## src/hdl/tcc_pkg.sv

```systemverilog
// Purpose: Shared constants for the timer capture/compare control block
// Assumes: Registers are 8 or 16 bits wide, one per aligned 32-bit word
// Notes: Printed offsets are register indices; byte address is 4x (index - base)
package tcc_pkg;
    // Printed register offsets (indices)
    localparam logic [31:0] TCC_IDX_BASE = 32'h40042a70;
    localparam logic [31:0] TCC_IDX_CTL0 = 32'h40042a70;
    localparam logic [31:0] TCC_IDX_AB0 = 32'h40042a71;
    localparam logic [31:0] TCC_IDX_CD0 = 32'h40042a72;
    localparam logic [31:0] TCC_IDX_CTL1 = 32'h40042a80;
    localparam logic [31:0] TCC_IDX_AB1 = 32'h40042a81;
    localparam logic [31:0] TCC_IDX_CD1 = 32'h40042a82;
    // Additional registers, byte addresses
    localparam logic [11:0] TCC_ADR_FCR = 12'h050;
    localparam logic [11:0] TCC_ADR_CNT0 = 12'h058;
    localparam logic [11:0] TCC_ADR_CNT1 = 12'h05c;
    localparam logic [11:0] TCC_ADR_GR = 12'h060;
    // Reset values and masks
    localparam logic [7:0] TCC_RST_CTL = 8'h00;
    localparam logic [7:0] TCC_RST_AB = 8'h00;
    localparam logic [7:0] TCC_RST_CD = 8'h88;
    localparam logic [7:0] TCC_RST_FCR = 8'h00;
    localparam logic [7:0] TCC_AB_MASK = 8'h77;
    localparam logic [7:0] TCC_FCR_MASK = 8'h0f;
    // Field positions
    localparam int TCC_CTL_SRC = 0;
    localparam int TCC_CTL_EDGE = 3;
    localparam int TCC_CTL_CLR = 5;
    localparam int TCC_FCR_EXTEN = 0;
    localparam int TCC_FCR_MODE = 1;
    localparam int TCC_FCR_RUN = 3;
    // Count source codes
    localparam logic [2:0] TCC_SRC_DIV1 = 3'h0;
    localparam logic [2:0] TCC_SRC_DIV2 = 3'h1;
    localparam logic [2:0] TCC_SRC_DIV4 = 3'h2;
    localparam logic [2:0] TCC_SRC_DIV8 = 3'h3;
    localparam logic [2:0] TCC_SRC_DIV32 = 3'h4;
    localparam logic [2:0] TCC_SRC_EXT = 3'h5;
    // Edge codes, shared by external clock and capture
    localparam logic [1:0] TCC_EDGE_RISE = 2'h0;
    localparam logic [1:0] TCC_EDGE_FALL = 2'h1;
    localparam logic [1:0] TCC_EDGE_BOTH = 2'h2;
    // Compare output actions
    localparam logic [1:0] TCC_OUT_OFF = 2'h0;
    localparam logic [1:0] TCC_OUT_LOW = 2'h1;
    localparam logic [1:0] TCC_OUT_HIGH = 2'h2;
    localparam logic [1:0] TCC_OUT_TOG = 2'h3;
    // Counter clear codes
    localparam logic [2:0] TCC_CLR_FREE = 3'h0;
    localparam logic [2:0] TCC_CLR_A = 3'h1;
    localparam logic [2:0] TCC_CLR_B = 3'h2;
    localparam logic [2:0] TCC_CLR_SYNC = 3'h3;
    localparam logic [2:0] TCC_CLR_C = 3'h5;
    localparam logic [2:0] TCC_CLR_D = 3'h6;
    // Bus responses
    localparam logic [1:0] TCC_RESP_OKAY = 2'h0;
    localparam logic [1:0] TCC_RESP_SLVERR = 2'h2;

    typedef enum logic [1:0] {TCC_MODE_NORMAL, TCC_MODE_COMPL, TCC_MODE_3PH, TCC_MODE_RSVD} tcc_mode_t;

    // Byte address of a printed register index
    function automatic logic [11:0] tcc_adr(input logic [31:0] idx);
        logic [31:0] d;
        d = (idx - TCC_IDX_BASE) << 2;
        return d[11:0];
    endfunction

    // Edge hit for a field coded rise, fall or both
    function automatic logic tcc_edge(input logic [1:0] sel, input logic cur, input logic prv);
        return (sel == TCC_EDGE_RISE) ? (cur & ~prv) :
               (sel == TCC_EDGE_FALL) ? (~cur & prv) :
               (sel == TCC_EDGE_BOTH) ? (cur ^ prv) : 1'b0;
    endfunction
endpackage

```

## src/hdl/tcc_chan_if.sv

```systemverilog
// Purpose: Carries configuration and status between control and one channel
// Assumes: Both ends on CORE_CLK
// Notes: Pin inputs arrive already synchronised
`timescale 1ns/10ps
interface tcc_chan_if;
    logic [7:0] ctl;
    logic [7:0] ab;
    logic [7:0] cd;
    logic tick;
    logic sync_clr;
    logic [3:0] pin_in;
    logic [3:0] gr_we;
    logic [15:0] gr_wdata;
    logic [15:0] cnt;
    logic [63:0] gr;
    logic [3:0] pin_out;
    logic [3:0] pin_oe_n;
    logic clr_evt;

    modport ctrl (output ctl, ab, cd, tick, sync_clr, pin_in, gr_we, gr_wdata,
                  input cnt, gr, pin_out, pin_oe_n, clr_evt);
    modport chan (input ctl, ab, cd, tick, sync_clr, pin_in, gr_we, gr_wdata,
                  output cnt, gr, pin_out, pin_oe_n, clr_evt);
endinterface

```

## src/hdl/tcc_chan.sv

```systemverilog
// Purpose: One timer channel: counter, four general registers, capture and compare
// Assumes: Tick is a one-cycle enable; pin inputs are synchronised
// Notes: Index 0..3 stands for registers and pins A, B, C, D
`timescale 1ns/10ps
module tcc_chan
    import tcc_pkg::*;
(
    // Clock and reset
    input wire logic clk,
    input wire logic rst_n,
    // Control side
    tcc_chan_if.chan ch
);
    logic [15:0] cnt_r, cnt_nxt;
    logic [15:0] gr_r [4], gr_nxt [4];
    logic [3:0] prev_r, prev_nxt;
    logic [3:0] pout_r, pout_nxt;
    logic [3:0] oen_r, oen_nxt;
    logic [3:0] mode, fsel, match, cap;
    logic [1:0] fld [4];
    logic clr_own, clr_all;

    // Field split of the two I/O control registers
    always_comb
    begin
        mode = {ch.cd[6], ch.cd[2], ch.ab[6], ch.ab[2]};
        fsel = {ch.cd[7], ch.cd[3], 2'b11};
        fld[0] = ch.ab[1:0];
        fld[1] = ch.ab[5:4];
        fld[2] = ch.cd[1:0];
        fld[3] = ch.cd[5:4];
    end

    // Capture, compare, counter and pin next values
    always_comb
    begin
        cnt_nxt = cnt_r;
        pout_nxt = pout_r;
        oen_nxt = 4'hf;
        prev_nxt = ch.pin_in;
        for (int k = 0; k < 4; k++)
        begin
            gr_nxt[k] = gr_r[k];
            match[k] = ch.tick & ~mode[k] & (cnt_r == gr_r[k]);
            cap[k] = mode[k] & tcc_edge(fld[k], ch.pin_in[k], prev_r[k]);
            if (ch.gr_we[k])
                gr_nxt[k] = ch.gr_wdata;
            if (cap[k])
                gr_nxt[k] = cnt_r;
        end
        // C and D act on pins A and B when function select is 0
        for (int k = 0; k < 4; k++)
        begin
            if (!mode[k] && fld[k] != TCC_OUT_OFF)
            begin
                oen_nxt[fsel[k] ? k : k - 2] = 1'b0;
                if (match[k])
                begin
                    case (fld[k])
                        TCC_OUT_LOW: pout_nxt[fsel[k] ? k : k - 2] = 1'b0;
                        TCC_OUT_HIGH: pout_nxt[fsel[k] ? k : k - 2] = 1'b1;
                        default: pout_nxt[fsel[k] ? k : k - 2] = ~pout_r[fsel[k] ? k : k - 2];
                    endcase
                end
            end
        end
        // Counter clear by own event or by the partner channel
        case (ch.ctl[TCC_CTL_CLR +: 3])
            TCC_CLR_A: clr_own = match[0] | cap[0];
            TCC_CLR_B: clr_own = match[1] | cap[1];
            TCC_CLR_C: clr_own = match[2] | cap[2];
            TCC_CLR_D: clr_own = match[3] | cap[3];
            default: clr_own = 1'b0;
        endcase
        clr_all = clr_own | (ch.ctl[TCC_CTL_CLR +: 3] == TCC_CLR_SYNC && ch.sync_clr);
        if (clr_all)
            cnt_nxt = '0;
        else if (ch.tick)
            cnt_nxt = cnt_r + 16'h0001;
    end

    // Channel state registers
    always_ff @(posedge clk or negedge rst_n)
    begin
        if (!rst_n)
        begin
            cnt_r <= 16'h0000;
            prev_r <= 4'h0;
            pout_r <= 4'h0;
            oen_r <= 4'hf;
            for (int k = 0; k < 4; k++)
                gr_r[k] <= 16'hffff;
        end
        else
        begin
            cnt_r <= cnt_nxt;
            prev_r <= prev_nxt;
            pout_r <= pout_nxt;
            oen_r <= oen_nxt;
            for (int k = 0; k < 4; k++)
                gr_r[k] <= gr_nxt[k];
        end
    end

    assign ch.cnt = cnt_r;
    assign ch.gr = {gr_r[3], gr_r[2], gr_r[1], gr_r[0]};
    assign ch.pin_out = pout_r;
    assign ch.pin_oe_n = oen_r;
    assign ch.clr_evt = clr_own;

    a_cap_rise_value: assert property (@(posedge clk) disable iff (!rst_n)
        (mode[0] && fld[0] == TCC_EDGE_RISE && ch.pin_in[0] && !prev_r[0])
        |=> gr_r[0] == $past(cnt_r))
        else $error("rising capture did not load counter into A");
    a_cmp_drive_low: assert property (@(posedge clk) disable iff (!rst_n)
        (match[0] && fld[0] == TCC_OUT_LOW && !(match[2] && !fsel[2]))
        |=> !pout_r[0] && !oen_r[0])
        else $error("low-on-match did not drive pin A low");
    a_cmp_toggle_pin: assert property (@(posedge clk) disable iff (!rst_n)
        (match[1] && fld[1] == TCC_OUT_TOG && !(match[3] && !fsel[3]))
        |=> pout_r[1] != $past(pout_r[1]))
        else $error("toggle-on-match did not invert pin B");
    a_c_drives_a: assert property (@(posedge clk) disable iff (!rst_n)
        (match[2] && !fsel[2] && fld[2] == TCC_OUT_HIGH)
        |=> pout_r[0] && !oen_r[0])
        else $error("C compare did not drive pin A high");
    c_capture_a: cover property (@(posedge clk) disable iff (!rst_n) cap[0]);
    c_toggle_b: cover property (@(posedge clk) disable iff (!rst_n)
        match[1] && fld[1] == TCC_OUT_TOG);
endmodule

```

## src/hdl/tcc_top.sv

```systemverilog
// Purpose: Timer capture/compare control with AXI4-Lite registers
// Assumes: Single clock CORE_CLK at 40 MHz; pins are asynchronous to it
// Notes: Two channels; channel logic lives in tcc_chan
//
// The implementer's own choice: the AXI4-Lite slave port.
`timescale 1ns/10ps
module tcc_top
    import tcc_pkg::*;
(
    // Clock and reset
    input wire logic CORE_CLK,
    input wire logic ARST_N,
    // AXI4-Lite write
    input wire logic [11:0] AWADDR,
    input wire logic AWVALID,
    output logic AWREADY,
    input wire logic [31:0] WDATA,
    input wire logic [3:0] WSTRB,
    input wire logic WVALID,
    output logic WREADY,
    output logic [1:0] BRESP,
    output logic BVALID,
    input wire logic BREADY,
    // AXI4-Lite read
    input wire logic [11:0] ARADDR,
    input wire logic ARVALID,
    output logic ARREADY,
    output logic [31:0] RDATA,
    output logic [1:0] RRESP,
    output logic RVALID,
    input wire logic RREADY,
    // External count clock pin
    input wire logic EXT_COUNT_CLOCK_PIN,
    // Channel 0 pins A..D
    input wire logic [3:0] PIN_IO_IN0,
    output logic [3:0] PIN_IO_OUT0,
    output logic [3:0] PIN_IO_OE_N0,
    // Channel 1 pins A..D
    input wire logic [3:0] PIN_IO_IN1,
    output logic [3:0] PIN_IO_OUT1,
    output logic [3:0] PIN_IO_OE_N1
);
    tcc_chan_if c0 ();
    tcc_chan_if c1 ();

    logic [7:0] ctl0_r, ctl0_nxt, ctl1_r, ctl1_nxt;
    logic [7:0] ab0_r, ab0_nxt, ab1_r, ab1_nxt;
    logic [7:0] cd0_r, cd0_nxt, cd1_r, cd1_nxt;
    logic [7:0] fcr_r, fcr_nxt;
    logic [11:0] awa_r, awa_nxt;
    logic [31:0] wd_r, wd_nxt;
    logic [3:0] ws_r, ws_nxt;
    logic awh_r, awh_nxt, wh_r, wh_nxt;
    logic awrdy_r, awrdy_nxt, wrdy_r, wrdy_nxt;
    logic bv_r, bv_nxt, rv_r, rv_nxt, arrdy_r, arrdy_nxt;
    logic [1:0] br_r, br_nxt, rr_r, rr_nxt;
    logic [31:0] rd_r, rd_nxt;
    logic [4:0] pre_r, pre_nxt;
    logic [2:0] ext_r;
    logic [3:0] p0s1_r, p0s2_r, p1s1_r, p1s2_r;
    logic tick0_r, tick0_nxt, tick1_r, tick1_nxt;
    logic do_wr, ext_en, run;
    tcc_mode_t mode;
    logic [3:0] gwe0, gwe1;

    // Channel instances
    tcc_chan u_ch0 (.clk(CORE_CLK), .rst_n(ARST_N), .ch(c0.chan));
    tcc_chan u_ch1 (.clk(CORE_CLK), .rst_n(ARST_N), .ch(c1.chan));

    assign ext_en = fcr_r[TCC_FCR_EXTEN];
    assign run = fcr_r[TCC_FCR_RUN];
    assign mode = tcc_mode_t'(fcr_r[TCC_FCR_MODE +: 2]);

    // Count tick for one channel from its source and edge fields
    function automatic logic tick_f(input logic [7:0] ctl);
        logic hit;
        hit = tcc_edge(ctl[TCC_CTL_EDGE +: 2], ext_r[1], ext_r[2]);
        case (ctl[TCC_CTL_SRC +: 3])
            TCC_SRC_DIV1: tick_f = 1'b1;
            TCC_SRC_DIV2: tick_f = pre_r[0];
            TCC_SRC_DIV4: tick_f = &pre_r[1:0];
            TCC_SRC_DIV8: tick_f = &pre_r[2:0];
            TCC_SRC_DIV32: tick_f = &pre_r[4:0];
            // external source gated by enable and mode
            TCC_SRC_EXT: tick_f = ext_en && mode != TCC_MODE_3PH && hit;
            default: tick_f = 1'b0;
        endcase
    endfunction

    // Byte address decode for 16-bit general registers: returns one-hot of 8
    function automatic logic [7:0] gr_sel(input logic [11:0] a);
        gr_sel = 8'h00;
        if (a >= TCC_ADR_GR && a < TCC_ADR_GR + 12'h020 && a[1:0] == 2'b00)
            gr_sel[3'(a[4:2])] = 1'b1;
    endfunction

    // Read mux with decode error flag in bit 32
    function automatic logic [32:0] rd_f(input logic [11:0] a);
        logic [7:0] g;
        g = gr_sel(a);
        if (a == tcc_adr(TCC_IDX_CTL0))
            rd_f = {25'h0, ctl0_r};
        else if (a == tcc_adr(TCC_IDX_AB0))
            rd_f = {25'h0, ab0_r};
        else if (a == tcc_adr(TCC_IDX_CD0))
            rd_f = {25'h0, cd0_r};
        else if (a == tcc_adr(TCC_IDX_CTL1))
            rd_f = {25'h0, ctl1_r};
        else if (a == tcc_adr(TCC_IDX_AB1))
            rd_f = {25'h0, ab1_r};
        else if (a == tcc_adr(TCC_IDX_CD1))
            rd_f = {25'h0, cd1_r};
        else if (a == TCC_ADR_FCR)
            rd_f = {25'h0, fcr_r};
        else if (a == TCC_ADR_CNT0)
            rd_f = {17'h0, c0.cnt};
        else if (a == TCC_ADR_CNT1)
            rd_f = {17'h0, c1.cnt};
        else if (|g[3:0])
            rd_f = {17'h0, c0.gr[16 * a[3:2] +: 16]};
        else if (|g[7:4])
            rd_f = {17'h0, c1.gr[16 * a[3:2] +: 16]};
        else
            rd_f = {1'b1, 32'h0};
    endfunction

    // Bus handshakes and register writes
    always_comb
    begin
        logic [32:0] rv;
        logic [7:0] b0;
        logic [32:0] wrv;
        rv = rd_f(ARADDR);
        b0 = wd_r[7:0];
        // Decode of the held write address, error flag in bit 32
        wrv = rd_f(awa_r);
        {ctl0_nxt, ab0_nxt, cd0_nxt} = {ctl0_r, ab0_r, cd0_r};
        {ctl1_nxt, ab1_nxt, cd1_nxt, fcr_nxt} = {ctl1_r, ab1_r, cd1_r, fcr_r};
        awa_nxt = awa_r;
        wd_nxt = wd_r;
        ws_nxt = ws_r;
        awh_nxt = awh_r | (AWVALID & awrdy_r);
        wh_nxt = wh_r | (WVALID & wrdy_r);
        if (AWVALID && awrdy_r)
            awa_nxt = AWADDR;
        if (WVALID && wrdy_r)
        begin
            wd_nxt = WDATA;
            ws_nxt = WSTRB;
        end
        bv_nxt = bv_r & ~BREADY;
        br_nxt = br_r;
        do_wr = awh_r & wh_r & ~bv_r;
        gwe0 = 4'h0;
        gwe1 = 4'h0;
        if (do_wr)
        begin
            awh_nxt = 1'b0;
            wh_nxt = 1'b0;
            bv_nxt = 1'b1;
            br_nxt = TCC_RESP_OKAY;
            if (ws_r[0])
            begin
                if (awa_r == tcc_adr(TCC_IDX_CTL0))
                    ctl0_nxt = b0;
                else if (awa_r == tcc_adr(TCC_IDX_AB0))
                    ab0_nxt = b0 & TCC_AB_MASK;
                else if (awa_r == tcc_adr(TCC_IDX_CD0))
                    cd0_nxt = b0;
                else if (awa_r == tcc_adr(TCC_IDX_CTL1))
                    ctl1_nxt = b0;
                else if (awa_r == tcc_adr(TCC_IDX_AB1))
                    ab1_nxt = b0 & TCC_AB_MASK;
                else if (awa_r == tcc_adr(TCC_IDX_CD1))
                    cd1_nxt = b0;
                else if (awa_r == TCC_ADR_FCR)
                    fcr_nxt = b0 & TCC_FCR_MASK;
            end
            if (&ws_r[1:0])
                {gwe1, gwe0} = gr_sel(awa_r);
            if (wrv[32] || awa_r == TCC_ADR_CNT0 || awa_r == TCC_ADR_CNT1)
                br_nxt = TCC_RESP_SLVERR;
        end
        awrdy_nxt = ~awh_nxt;
        wrdy_nxt = ~wh_nxt;
        rv_nxt = rv_r & ~RREADY;
        rd_nxt = rd_r;
        rr_nxt = rr_r;
        arrdy_nxt = arrdy_r;
        if (ARVALID && arrdy_r)
        begin
            rv_nxt = 1'b1;
            arrdy_nxt = 1'b0;
            rd_nxt = rv[31:0];
            rr_nxt = rv[32] ? TCC_RESP_SLVERR : TCC_RESP_OKAY;
        end
        else if (rv_r && RREADY)
            arrdy_nxt = 1'b1;
    end

    // Prescaler and tick next values
    always_comb
    begin
        pre_nxt = pre_r + 5'h01;
        tick0_nxt = run & tick_f(ctl0_r);
        tick1_nxt = run & tick_f(ctl1_r);
    end

    // Register and synchroniser state
    always_ff @(posedge CORE_CLK or negedge ARST_N)
    begin
        if (!ARST_N)
        begin
            {ctl0_r, ctl1_r, fcr_r} <= {TCC_RST_CTL, TCC_RST_CTL, TCC_RST_FCR};
            {ab0_r, ab1_r, cd0_r, cd1_r} <= {TCC_RST_AB, TCC_RST_AB, TCC_RST_CD, TCC_RST_CD};
            {awa_r, wd_r, ws_r, awh_r, wh_r} <= '0;
            {awrdy_r, wrdy_r, arrdy_r} <= 3'b111;
            {bv_r, br_r, rv_r, rr_r, rd_r} <= '0;
            {pre_r, ext_r, tick0_r, tick1_r} <= '0;
            {p0s1_r, p0s2_r, p1s1_r, p1s2_r} <= '0;
        end
        else
        begin
            {ctl0_r, ctl1_r, fcr_r} <= {ctl0_nxt, ctl1_nxt, fcr_nxt};
            {ab0_r, ab1_r, cd0_r, cd1_r} <= {ab0_nxt, ab1_nxt, cd0_nxt, cd1_nxt};
            {awa_r, wd_r, ws_r, awh_r, wh_r} <= {awa_nxt, wd_nxt, ws_nxt, awh_nxt, wh_nxt};
            {awrdy_r, wrdy_r, arrdy_r} <= {awrdy_nxt, wrdy_nxt, arrdy_nxt};
            {bv_r, br_r, rv_r, rr_r, rd_r} <= {bv_nxt, br_nxt, rv_nxt, rr_nxt, rd_nxt};
            {pre_r, tick0_r, tick1_r} <= {pre_nxt, tick0_nxt, tick1_nxt};
            ext_r <= {ext_r[1:0], EXT_COUNT_CLOCK_PIN};
            {p0s1_r, p0s2_r} <= {PIN_IO_IN0, p0s1_r};
            {p1s1_r, p1s2_r} <= {PIN_IO_IN1, p1s1_r};
        end
    end

    // Channel hookup
    assign c0.ctl = ctl0_r;
    assign c0.ab = ab0_r;
    assign c0.cd = cd0_r;
    assign c0.tick = tick0_r;
    assign c0.sync_clr = c1.clr_evt;
    assign c0.pin_in = p0s2_r;
    assign c0.gr_we = gwe0;
    assign c0.gr_wdata = wd_r[15:0];
    assign c1.ctl = ctl1_r;
    assign c1.ab = ab1_r;
    assign c1.cd = cd1_r;
    assign c1.tick = tick1_r;
    assign c1.sync_clr = c0.clr_evt;
    assign c1.pin_in = p1s2_r;
    assign c1.gr_we = gwe1;
    assign c1.gr_wdata = wd_r[15:0];

    // Outputs
    assign {AWREADY, WREADY, BVALID, BRESP} = {awrdy_r, wrdy_r, bv_r, br_r};
    assign {ARREADY, RVALID, RRESP, RDATA} = {arrdy_r, rv_r, rr_r, rd_r};
    assign {PIN_IO_OUT0, PIN_IO_OE_N0} = {c0.pin_out, c0.pin_oe_n};
    assign {PIN_IO_OUT1, PIN_IO_OE_N1} = {c1.pin_out, c1.pin_oe_n};

    a_ab_fixed_zero: assert property (@(posedge CORE_CLK) disable iff (!ARST_N)
        ((ab0_r | ab1_r) & ~TCC_AB_MASK) == 8'h00)
        else $error("fixed-zero bit set in A/B I/O control");
    a_div2_tick: assert property (@(posedge CORE_CLK) disable iff (!ARST_N)
        (run && ctl0_r[2:0] == TCC_SRC_DIV2 && pre_r[0]) |=> tick0_r)
        else $error("divide-by-2 tick missing");
    a_div32_gap: assert property (@(posedge CORE_CLK) disable iff (!ARST_N)
        (ctl0_r[2:0] == TCC_SRC_DIV32 && pre_r != 5'h1f) |=> !tick0_r)
        else $error("divide-by-32 ticked off phase");
    a_ext_enable_off: assert property (@(posedge CORE_CLK) disable iff (!ARST_N)
        (ctl0_r[2:0] == TCC_SRC_EXT && !ext_en) |=> !tick0_r)
        else $error("external tick while enable is 0");
    a_ext_rise_count: assert property (@(posedge CORE_CLK) disable iff (!ARST_N)
        (run && ext_en && mode != TCC_MODE_3PH && ctl0_r[7:3] ==? 5'b???00
         && ctl0_r[2:0] == TCC_SRC_EXT && ext_r[1] && !ext_r[2]) |=> tick0_r)
        else $error("rising external edge not counted");
    a_ext_fall_only: assert property (@(posedge CORE_CLK) disable iff (!ARST_N)
        (ctl0_r[4:0] == {TCC_EDGE_FALL, TCC_SRC_EXT} && !(!ext_r[1] && ext_r[2]))
        |=> !tick0_r)
        else $error("falling-edge select counted another edge");
    a_3ph_ignore_ext: assert property (@(posedge CORE_CLK) disable iff (!ARST_N)
        (mode == TCC_MODE_3PH && ctl1_r[2:0] == TCC_SRC_EXT) |=> !tick1_r)
        else $error("external edge counted in three-phase mode");
    c_slverr_read: cover property (@(posedge CORE_CLK) disable iff (!ARST_N)
        rv_r && rr_r == TCC_RESP_SLVERR);
    // Main scenarios reached by the bench
    c_ext_tick: cover property (@(posedge CORE_CLK) disable iff (!ARST_N)
        run && ext_en && tick1_r);
    c_three_phase_ext: cover property (@(posedge CORE_CLK) disable iff (!ARST_N)
        mode == TCC_MODE_3PH && ctl1_r[2:0] == TCC_SRC_EXT);
endmodule

```

## config.mk

```make
export PLATFORM = sky130hd
export DESIGN_NAME = tcc_top
export DESIGN_NICKNAME = d
export VERILOG_FILES = /design/src/hdl/tcc_pkg.sv /design/src/hdl/tcc_chan_if.sv /design/src/hdl/tcc_chan.sv /design/src/hdl/tcc_top.sv
export SDC_FILE = /design/constraint.sdc
export NUM_CORES = 1
export LEC_CHECK = 0
export ABC_AREA = 0
export BUFFER_PORTS_ARGS = -buffer_cell sky130_fd_sc_hd__buf_2
export CAP_MARGIN = 0
export CORE_UTILIZATION = 45
export CTS_CLUSTER_SIZE = 16
export DETAILED_ROUTE_END_ITERATION = 8
export SLEW_MARGIN = 20
export SYNTH_ARGS = -nofsm -noshare
export SYNTH_HDL_FRONTEND = slang
export SYNTH_SLANG_ARGS = --single-unit
```

## constraint.sdc

```tcl
create_clock -name CORE_CLK -period 5.4 [get_ports CORE_CLK]
set_input_delay 0.27 -clock CORE_CLK [delete_from_list [all_inputs] [get_ports CORE_CLK]]
set_output_delay 0.27 -clock CORE_CLK [all_outputs]
set_load 0.05 [all_outputs]
```

# Word level (Yosys, flattened, before mapping)
# Cells that the tools add are included.
[word_totals]
in_bits = 76
wordCells = 505
regBits = 331
[classes]
n_shift = 4
eq_ne = 65
order_cmp = 16
bitwise_logic = 132
n_reduce_logical = 87
n_mux = 154
n_addsub = 3
[ops]
columns = ["cell", "n"]
rows = [
  ["$mux 33", 22],
  ["$mux 16", 20],
  ["$shiftx 64x7->16", 4],
  ["$eq 12x7->1 const B", 12],
  ["$eq 16x16->1", 8],
  ["$ge 32x1->1 const B", 4],
  ["$lt 32x4->1 const B", 4],
  ["$mux 4", 16],
  ["$mux 1", 56],
  ["$and 1x1->1", 50],
  ["$not 1->1", 45],
  ["$reduce_bool 2->1", 19],
  ["$add 16x1->16 const B", 2],
  ["$and 4x4->4", 8],
  ["$pmux 4 s2", 4],
  ["$logic_and 1x1->1", 27],
  ["$eq 12x3->1 const B", 2],
  ["$eq 12x4->1 const B", 2],
  ["$eq 3x2->1 const B", 8],
  ["$eq 3x3->1 const B", 8],
  ["$ge 12x7->1 const B", 2],
  ["$logic_not 12->1", 2],
  ["$logic_not 2->1", 12],
  ["$lt 12x8->1 const B", 2],
  ["other kinds (33)", 122],
]

# Depth between registers and ports, before layout
[logic_depth]
ltp_word = 20
depth_mapped = 11
ltp_nobuf = 9

# By module
# A second synthesis with hierarchy kept.
[unflattened]
hier_cells = 1781
hier_area_um2 = 18452.7
[by_module_without_submodules]
columns = ["mod", "area_per_inst_um2", "instances", "seq_area_each_um2", "cells_per_inst"]
rows = [
  ["tcc_chan", 5676.7, 2, 2387.3, 592],
  ["tcc_top", 7099.3, 1, 3236.9, 597],
]

# Worst setup path before layout
# No wires, ideal clock.
[synth_timing]
path_type = "reg2reg"
startpoint = "register p1s2_r[1] (netlist: c1.pin_in[1])"
endpoint = "register u_ch0.cnt_r[8] (netlist: u_ch0.ch.cnt[8])"
path_stages_with_launch = 11
synth_period_minus_slack_ns = 2.409
n_path_buf = 1
arrival_ns = 2.289
path_slack_ns = 2.991
setup_time_ns = 0.120
cell_sequence = "dfrtp_1 > inv_1 > ha_1 > nor3b_1 > o221ai_4 > nor2b_1 > o21ai_2 > a31oi_1 > nor4_4 > buf_6 > nor3_1"
[synth_via]
elab_chain_len = 10
word_cells_on_any_way = 14
[synth_rtl]
columns = ["item", "line_no", "source"]
rows = [
  ["from (decl)", "tcc_top.sv:60", "logic [3:0] p0s1_r, p0s2_r, p1s1_r, p1s2_r;"],
  ["from (signal assigned)", "tcc_top.sv:232", "{p1s1_r, p1s2_r} <= {PIN_IO_IN1, p1s1_r};"],
  ["$xor 1x1->1 / $not 1->1 (equally long branches)", "tcc_pkg.sv:72, tcc_pkg.sv:71", ""],
  ["$mux 1 / $and 1x1->1 (equally long branches)", "tcc_pkg.sv:72, tcc_pkg.sv:71", ""],
  ["$mux 1", "tcc_pkg.sv:71", "(sel == TCC_EDGE_FALL) ? (~cur & prv) :"],
  ["$mux 1 (*)", "tcc_pkg.sv:70", "return (sel == TCC_EDGE_RISE) ? (cur & ~prv) :"],
  ["$and 1x1->1 (*)", "tcc_chan.sv:45", "cap[k] = mode[k] & tcc_edge(fld[k], ch.pin_in[k], prev_r[k]);"],
  ["$or 1x1->1 (*)", "tcc_chan.sv:70", "TCC_CLR_B: clr_own = match[1] | cap[1];"],
  ["$pmux 1 s4 (*)", "tcc_chan.sv:68", "case (ch.ctl[TCC_CTL_CLR +: 3])"],
  ["$logic_and 1x1->1 (*)", "tcc_chan.sv:75", "clr_all = clr_own | (ch.ctl[TCC_CTL_CLR +: 3] == TCC_CLR_SYNC && ch.sync_clr);"],
  ["$or 1x1->1 (*)", "tcc_chan.sv:75", ""],
  ["$mux 16 / $reduce_bool 2->1 (equally long branches)", "-", ""],
  ["to (signal assigned)", "tcc_chan.sv:96", "cnt_r <= cnt_nxt;"],
  ["to (decl)", "tcc_chan.sv:14", "logic [15:0] cnt_r, cnt_nxt;"],
]
# Mark *: on every way between the ends. The rest lies on a longest branch, timed or not.
# A chain may end at the register's enable or synchronous reset.

# Worst setup path after layout
[layout_timing]
startpoint = "register u_ch1.cnt_r[3] (netlist: u_ch1.ch.cnt[3])"
endpoint = "register u_ch0.cnt_r[13] (netlist: u_ch0.ch.cnt[13])"
[layout_via]
elab_chain_len = 7
word_cells_on_any_way = 17
[layout_rtl]
columns = ["item", "line_no", "source"]
rows = [
  ["from (decl)", "tcc_chan.sv:14", ""],
  ["from (signal assigned)", "tcc_chan.sv:96", ""],
  ["$eq 16x16->1", "tcc_chan.sv:44", "match[k] = ch.tick & ~mode[k] & (cnt_r == gr_r[k]);"],
  ["$and 1x1->1", "tcc_chan.sv:44", ""],
  ["$or 1x1->1 (on tied branches)", "-", ""],
  ["$pmux 1 s4 (*)", "tcc_chan.sv:68", ""],
  ["$logic_and 1x1->1 (*)", "tcc_chan.sv:75", ""],
  ["$or 1x1->1 (*)", "tcc_chan.sv:75", ""],
  ["$mux 16 / $reduce_bool 2->1 (equally long branches)", "-", ""],
]
# Marked as above.

==> flow_results.xml <==
<?xml version="1.0" encoding="UTF-8"?>
<metrics>
  <group name="run_status">
    <metric name="outcome" unit="">complete, no violations</metric>
  </group>
  <group name="global_route">
    <metric name="first_global_vias" unit="">13800</metric>
    <metric name="globalRoute.totalOverflow" unit="">0</metric>
    <metric name="grt_max_degree" unit="">106</metric>
    <metric name="grt.total_usage" unit="%">26.9</metric>
    <metric name="wire_length_of_the_first_global_routing_pass" unit="um">84500</metric>
    <metric name="antenna_found_initial" unit="">1</metric>
  </group>
  <group name="critical_path">
    <metric name="worstSetupStartpointType" unit="">flip-flop</metric>
    <metric name="regToRegSetupSlack" unit="ns">1.92</metric>
    <metric name="highest_fanout_seen_on_the_critical_path" unit="">16</metric>
    <metric name="critPathCaptureType" unit="">flip-flop</metric>
    <metric name="worstReg2RegEnd" unit="">u_ch0.ch.cnt[13]</metric>
    <metric name="worstPathRequired" unit="ns">5.80</metric>
    <metric name="type_of_the_setup_path_with_the_least_slack" unit="">flip-flop to flip-flop</metric>
    <metric name="critical_path_arrival" unit="ns">3.87</metric>
    <metric name="regToRegStartpoint" unit="">u_ch1.ch.cnt[3]</metric>
    <metric name="r2r.worst_path.cells" unit="">7</metric>
  </group>
  <group name="sta">
    <metric name="timing.final.crit_period" unit="ns">3.48</metric>
    <metric name="final-setup-viol-count" unit="">0</metric>
    <metric name="grt_setup_unrepaired" unit="">no</metric>
    <metric name="worst_clock_skew" unit="ns">0.0336</metric>
    <metric name="setup_total_negative_slack" unit="ns">0</metric>
    <metric name="hold_violations" unit="">0</metric>
    <metric name="period_share" unit="%">64.4</metric>
    <metric name="achievable-frequency" unit="GHz">0.288</metric>
    <metric name="drv_slew" unit="">0</metric>
    <metric name="worst_pin_slew" unit="ns">1.21</metric>
    <metric name="max_slew_margin" unit="%">19.4</metric>
  </group>
  <group name="min_path">
    <metric name="timing.hold.worst_path_depth" unit="">5</metric>
    <metric name="worstHoldEndpoint" unit="">RDATA[2]</metric>
    <metric name="hold_path.class" unit="">input port to flip-flop</metric>
    <metric name="worst_hold_path_startpoint" unit="">ARADDR[11]</metric>
  </group>
  <group name="clock_network">
    <metric name="tritoncts.num_buffers" unit="">38</metric>
    <metric name="clock-sinks" unit="">313</metric>
    <metric name="clock-root-buffer" unit="">sky130_fd_sc_hd__clkbuf_16</metric>
    <metric name="clock_tree_from_tritoncts" unit="">built</metric>
    <metric name="ctsHtreeMaxLevel" unit="">2</metric>
    <metric name="clk_pin_slew_worst_paths" unit="ns">0.06</metric>
    <metric name="clock_path_buffers" unit="">3</metric>
    <metric name="insertion_delay" unit="ns">0.57</metric>
    <metric name="cts-resized-gates" unit="">0</metric>
  </group>
  <group name="synthesis">
    <metric name="syn-instance-count" unit="">1822</metric>
    <metric name="synthTopCellsByArea" unit="">sky130_fd_sc_hd__dfrtp_1 23%, sky130_fd_sc_hd__dfstp_2 21%, sky130_fd_sc_hd__mux2i_1 7.6%</metric>
    <metric name="synth.top_cell.area_share" unit="%">23.2</metric>
    <metric name="syn-cell-area" unit="mm2">0.0183</metric>
    <metric name="postSynth.topFlopCell" unit="">sky130_fd_sc_hd__dfrtp_1</metric>
    <metric name="synth_top_area_cell" unit="">sky130_fd_sc_hd__dfrtp_1</metric>
    <metric name="synthArstFlopShare" unit="%">100</metric>
    <metric name="synth_area_per_cell" unit="um2">10.1</metric>
    <metric name="synth_enable_flop_cells" unit="">0</metric>
    <metric name="ys_ff_latch" unit="">313</metric>
    <metric name="yosysUniqueCellTypes" unit="">75</metric>
    <metric name="synth_warnings" unit="">0</metric>
    <metric name="ys_seq_area_share" unit="%">43.7</metric>
  </group>
  <group name="placed_design">
    <metric name="gp_congestion" unit="">0.954</metric>
    <metric name="place_hpwl" unit="um">38000</metric>
    <metric name="port-buffer-count" unit="">96</metric>
  </group>
  <group name="finish">
    <metric name="fillers" unit="">3631</metric>
    <metric name="syn2layout_area_growth" unit="%">13.3</metric>
    <metric name="final_layout_size_suffix_gt1_share" unit="%">22.9</metric>
    <metric name="nNetsFinal" unit="">2012</metric>
    <metric name="n_antenna_cell" unit="">0</metric>
    <metric name="layout.core_utilization" unit="%">52.0</metric>
  </group>
  <group name="die">
    <metric name="start_util" unit="%">45.9</metric>
    <metric name="pin_count" unit="">133</metric>
    <metric name="die_extent_in_y" unit="um">204</metric>
    <metric name="die-width" unit="um">204</metric>
    <metric name="fp-row-count" unit="">73</metric>
    <metric name="design.die.area" unit="mm2">0.0415</metric>
    <metric name="core_area" unit="mm2">0.0399</metric>
  </group>
  <group name="power">
    <metric name="leakage" unit="nW">9.59</metric>
    <metric name="finalPower" unit="mW">7.14</metric>
    <metric name="irDropWorstVdd" unit="mV">0.363</metric>
    <metric name="pwr_density_cell" unit="mW/mm2">344</metric>
  </group>
  <group name="drt">
    <metric name="residual_drc_count" unit="">0</metric>
    <metric name="antenna_violating_nets_post_route" unit="">0</metric>
    <metric name="dr_wl_met3" unit="um">3420</metric>
    <metric name="routed_wire_length_per_instance" unit="um">22.5</metric>
    <metric name="highest_layer" unit="">met5</metric>
    <metric name="met2WireLength" unit="um">25400</metric>
    <metric name="drt_iter0_drc" unit="">1150</metric>
    <metric name="m1WireLength" unit="um">24000</metric>
    <metric name="route.detailed.vias_per_inst" unit="">5.84</metric>
    <metric name="drtPass1Iterations" unit="">5</metric>
    <metric name="dr_total_vias" unit="">14300</metric>
    <metric name="routed_wl" unit="um">54900</metric>
  </group>
  <group name="job">
    <metric name="max_cap_violations" unit="">0</metric>
  </group>
</metrics>
per-layer routing:
metal  track usage (%)  vias to the layer above
li1                  -                     6510
met2              42.5                      524
met5                 0                        -
met1              37.4                     7112
met3              3.64                      117
met4              10.6                        2
cell usage after synthesis, types with 10 or more instances:
cell type	n
sky130_fd_sc_hd__and3_1	13
sky130_fd_sc_hd__inv_1	66
sky130_fd_sc_hd__buf_4	26
sky130_fd_sc_hd__a21oi_1	98
sky130_fd_sc_hd__nand2_1	193
sky130_fd_sc_hd__xor2_1	86
sky130_fd_sc_hd__buf_6	11
sky130_fd_sc_hd__mux2_2	58
sky130_fd_sc_hd__ha_1	47
sky130_fd_sc_hd__mux2i_1	139
sky130_fd_sc_hd__nor4_1	22
sky130_fd_sc_hd__nor2_1	109
sky130_fd_sc_hd__clkbuf_1	76
sky130_fd_sc_hd__nand2b_1	10
sky130_fd_sc_hd__mux4_2	32
sky130_fd_sc_hd__dfstp_2	143
sky130_fd_sc_hd__xnor2_1	73
sky130_fd_sc_hd__nor3b_1	13
sky130_fd_sc_hd__buf_2	28
sky130_fd_sc_hd__nand3_1	34
sky130_fd_sc_hd__dfrtp_1	170
sky130_fd_sc_hd__nand4_1	24
sky130_fd_sc_hd__nor3_1	48
sky130_fd_sc_hd__o21ai_0	144
metrics by stage:
stage	worst slack (ns)	area [um2]	hold slack, ns	instances
2_1_floorplan	2.99	18400	-0.0256	1839
3_3_place_gp	1.94	18900	0.334	2329
3_5_place_dp	1.90	18900	0.336	2329
4_1_cts	1.87	20700	0.294	2443
5_1_grt	1.78	20800	0.333	2444
6_report	1.92	20800	0.323	2444
worst max path at each step:
stage | slack, ns | to | cells after the start | from
after CTS | 1.87 | u_ch1.ch.cnt[13] | 7 | u_ch1.ch.cnt[3]
after floorplan | 2.99 | u_ch0.ch.cnt[8] | 10 | c1.pin_in[1]
after global placement | 1.94 | u_ch1.ch.cnt[9] | 7 | u_ch1.ch.cnt[3]
final | 1.92 | u_ch0.ch.cnt[13] | 7 | u_ch1.ch.cnt[3]
after detailed placement | 1.90 | u_ch1.ch.cnt[6] | 7 | u_ch1.ch.cnt[3]
after global routing | 1.78 | u_ch0.ch.cnt[13] | 7 | u_ch1.ch.cnt[14]
repair_timing:
item,4_1_cts,5_1_grt
hold buffers,44,0
hold endpoints to repair,68,0
setup buffers,0,0
critical path, stage by stage (launching register included):
cell                       delay (ns)
sky130_fd_sc_hd__dfrtp_1         0.72
sky130_fd_sc_hd__xor2_1          0.14
sky130_fd_sc_hd__nor4_1          0.28
sky130_fd_sc_hd__nand4b_1        0.17
sky130_fd_sc_hd__nor4_2          0.73
sky130_fd_sc_hd__nor2_1          0.25
sky130_fd_sc_hd__nor4_4          0.87
sky130_fd_sc_hd__nor3_1          0.12
state kept, by name, summed over array words and instances (netlist names), 5 cells and up:
signal / count
RDATA: 16
ab0_r: 6
ab1_r: 6
awa_r: 12
c0.cd: 8
c0.ctl: 8
c1.cd: 8
c1.ctl: 8
pre_r: 5
u_ch0.ch.cnt: 16
u_ch0.ch.gr: 64
u_ch1.ch.cnt: 16
u_ch1.ch.gr: 64
wd_r: 16
final cells by class:
| type | instances | area [um2] | share of cell area (%) |
|---|---|---|---|
| clock inverters | 12 | 204 | 0.983 |
| repair buffers | 162 | 1110 | 5.37 |
| well taps | 525 | 657 | 3.17 |
| clock buffers | 58 | 1140 | 5.47 |
| multi-input cells | 1306 | 9370 | 45.2 |
| flip-flops and latches | 313 | 8010 | 38.6 |
| inverters | 68 | 255 | 1.23 |
cell usage in the layout (no fill, tap or decap), types with 5 or more instances in the layout:
| cell | synthesis | final |
|---|---|---|
| sky130_fd_sc_hd__and2_1 | 7 | 7 |
| sky130_fd_sc_hd__o22ai_1 | 9 | 9 |
| sky130_fd_sc_hd__mux4_2 | 32 | 32 |
| sky130_fd_sc_hd__and4_1 | 8 | 8 |
| sky130_fd_sc_hd__a21oi_1 | 98 | 98 |
| sky130_fd_sc_hd__o21ai_0 | 144 | 144 |
| sky130_fd_sc_hd__clkbuf_1 | 76 | 9 |
| sky130_fd_sc_hd__clkbuf_8 | 4 | 12 |
| sky130_fd_sc_hd__nand2_1 | 193 | 193 |
| sky130_fd_sc_hd__and3_1 | 13 | 13 |
| sky130_fd_sc_hd__o31ai_1 | 6 | 6 |
| sky130_fd_sc_hd__nand3_1 | 34 | 34 |
| sky130_fd_sc_hd__nor3b_1 | 13 | 13 |
| sky130_fd_sc_hd__dfstp_2 | 143 | 143 |
| sky130_fd_sc_hd__buf_2 | 28 | 95 |
| sky130_fd_sc_hd__mux2i_1 | 139 | 139 |
| sky130_fd_sc_hd__a31oi_1 | 7 | 6 |
| sky130_fd_sc_hd__a221oi_1 | 9 | 9 |
| sky130_fd_sc_hd__buf_4 | 26 | 20 |
| sky130_fd_sc_hd__a21o_1 | 7 | 7 |
| sky130_fd_sc_hd__conb_1 | 1 | 18 |
| sky130_fd_sc_hd__xor2_1 | 86 | 86 |
| sky130_fd_sc_hd__dfrtp_1 | 170 | 170 |
| sky130_fd_sc_hd__clkbuf_16 | 0 | 38 |
| sky130_fd_sc_hd__mux2_2 | 58 | 58 |
| sky130_fd_sc_hd__xnor2_1 | 73 | 73 |
| sky130_fd_sc_hd__nor4_1 | 22 | 22 |
| sky130_fd_sc_hd__nand4b_1 | 5 | 5 |
| sky130_fd_sc_hd__inv_1 | 66 | 66 |
| sky130_fd_sc_hd__nor3_1 | 48 | 48 |
| sky130_fd_sc_hd__nor2b_1 | 7 | 7 |
| sky130_fd_sc_hd__ha_1 | 47 | 47 |
| sky130_fd_sc_hd__nor2_1 | 109 | 108 |
| sky130_fd_sc_hd__o221ai_1 | 9 | 5 |
| sky130_fd_sc_hd__nand2b_1 | 10 | 10 |
| sky130_fd_sc_hd__dlygate4sd3_1 | 0 | 44 |
| sky130_fd_sc_hd__nand4_1 | 24 | 24 |
| sky130_fd_sc_hd__bufinv_16 | 0 | 5 |
power by group:
group,internal [mW],leakage [nW],switching (mW)
combinational,0.521,5.24,0.712
sequential,2.61,3.69,0.544
clock,1.69,0.660,1.05
kinds of logic after synthesis:
| family | synth area share [%] |
|---|---|
| AO/OA/AOI/OAI | 10.8 |
| XOR/XNOR | 7.60 |
| other | 0.0205 |
| flip-flops | 43.7 |
| adder cells (fa/ha/maj) | 3.21 |
| AND/OR/NAND/NOR | 13.6 |
| buffers and inverters | 5.90 |
| multiplexers | 15.1 |
No activity file was read; power rests on OpenSTA's default activity.
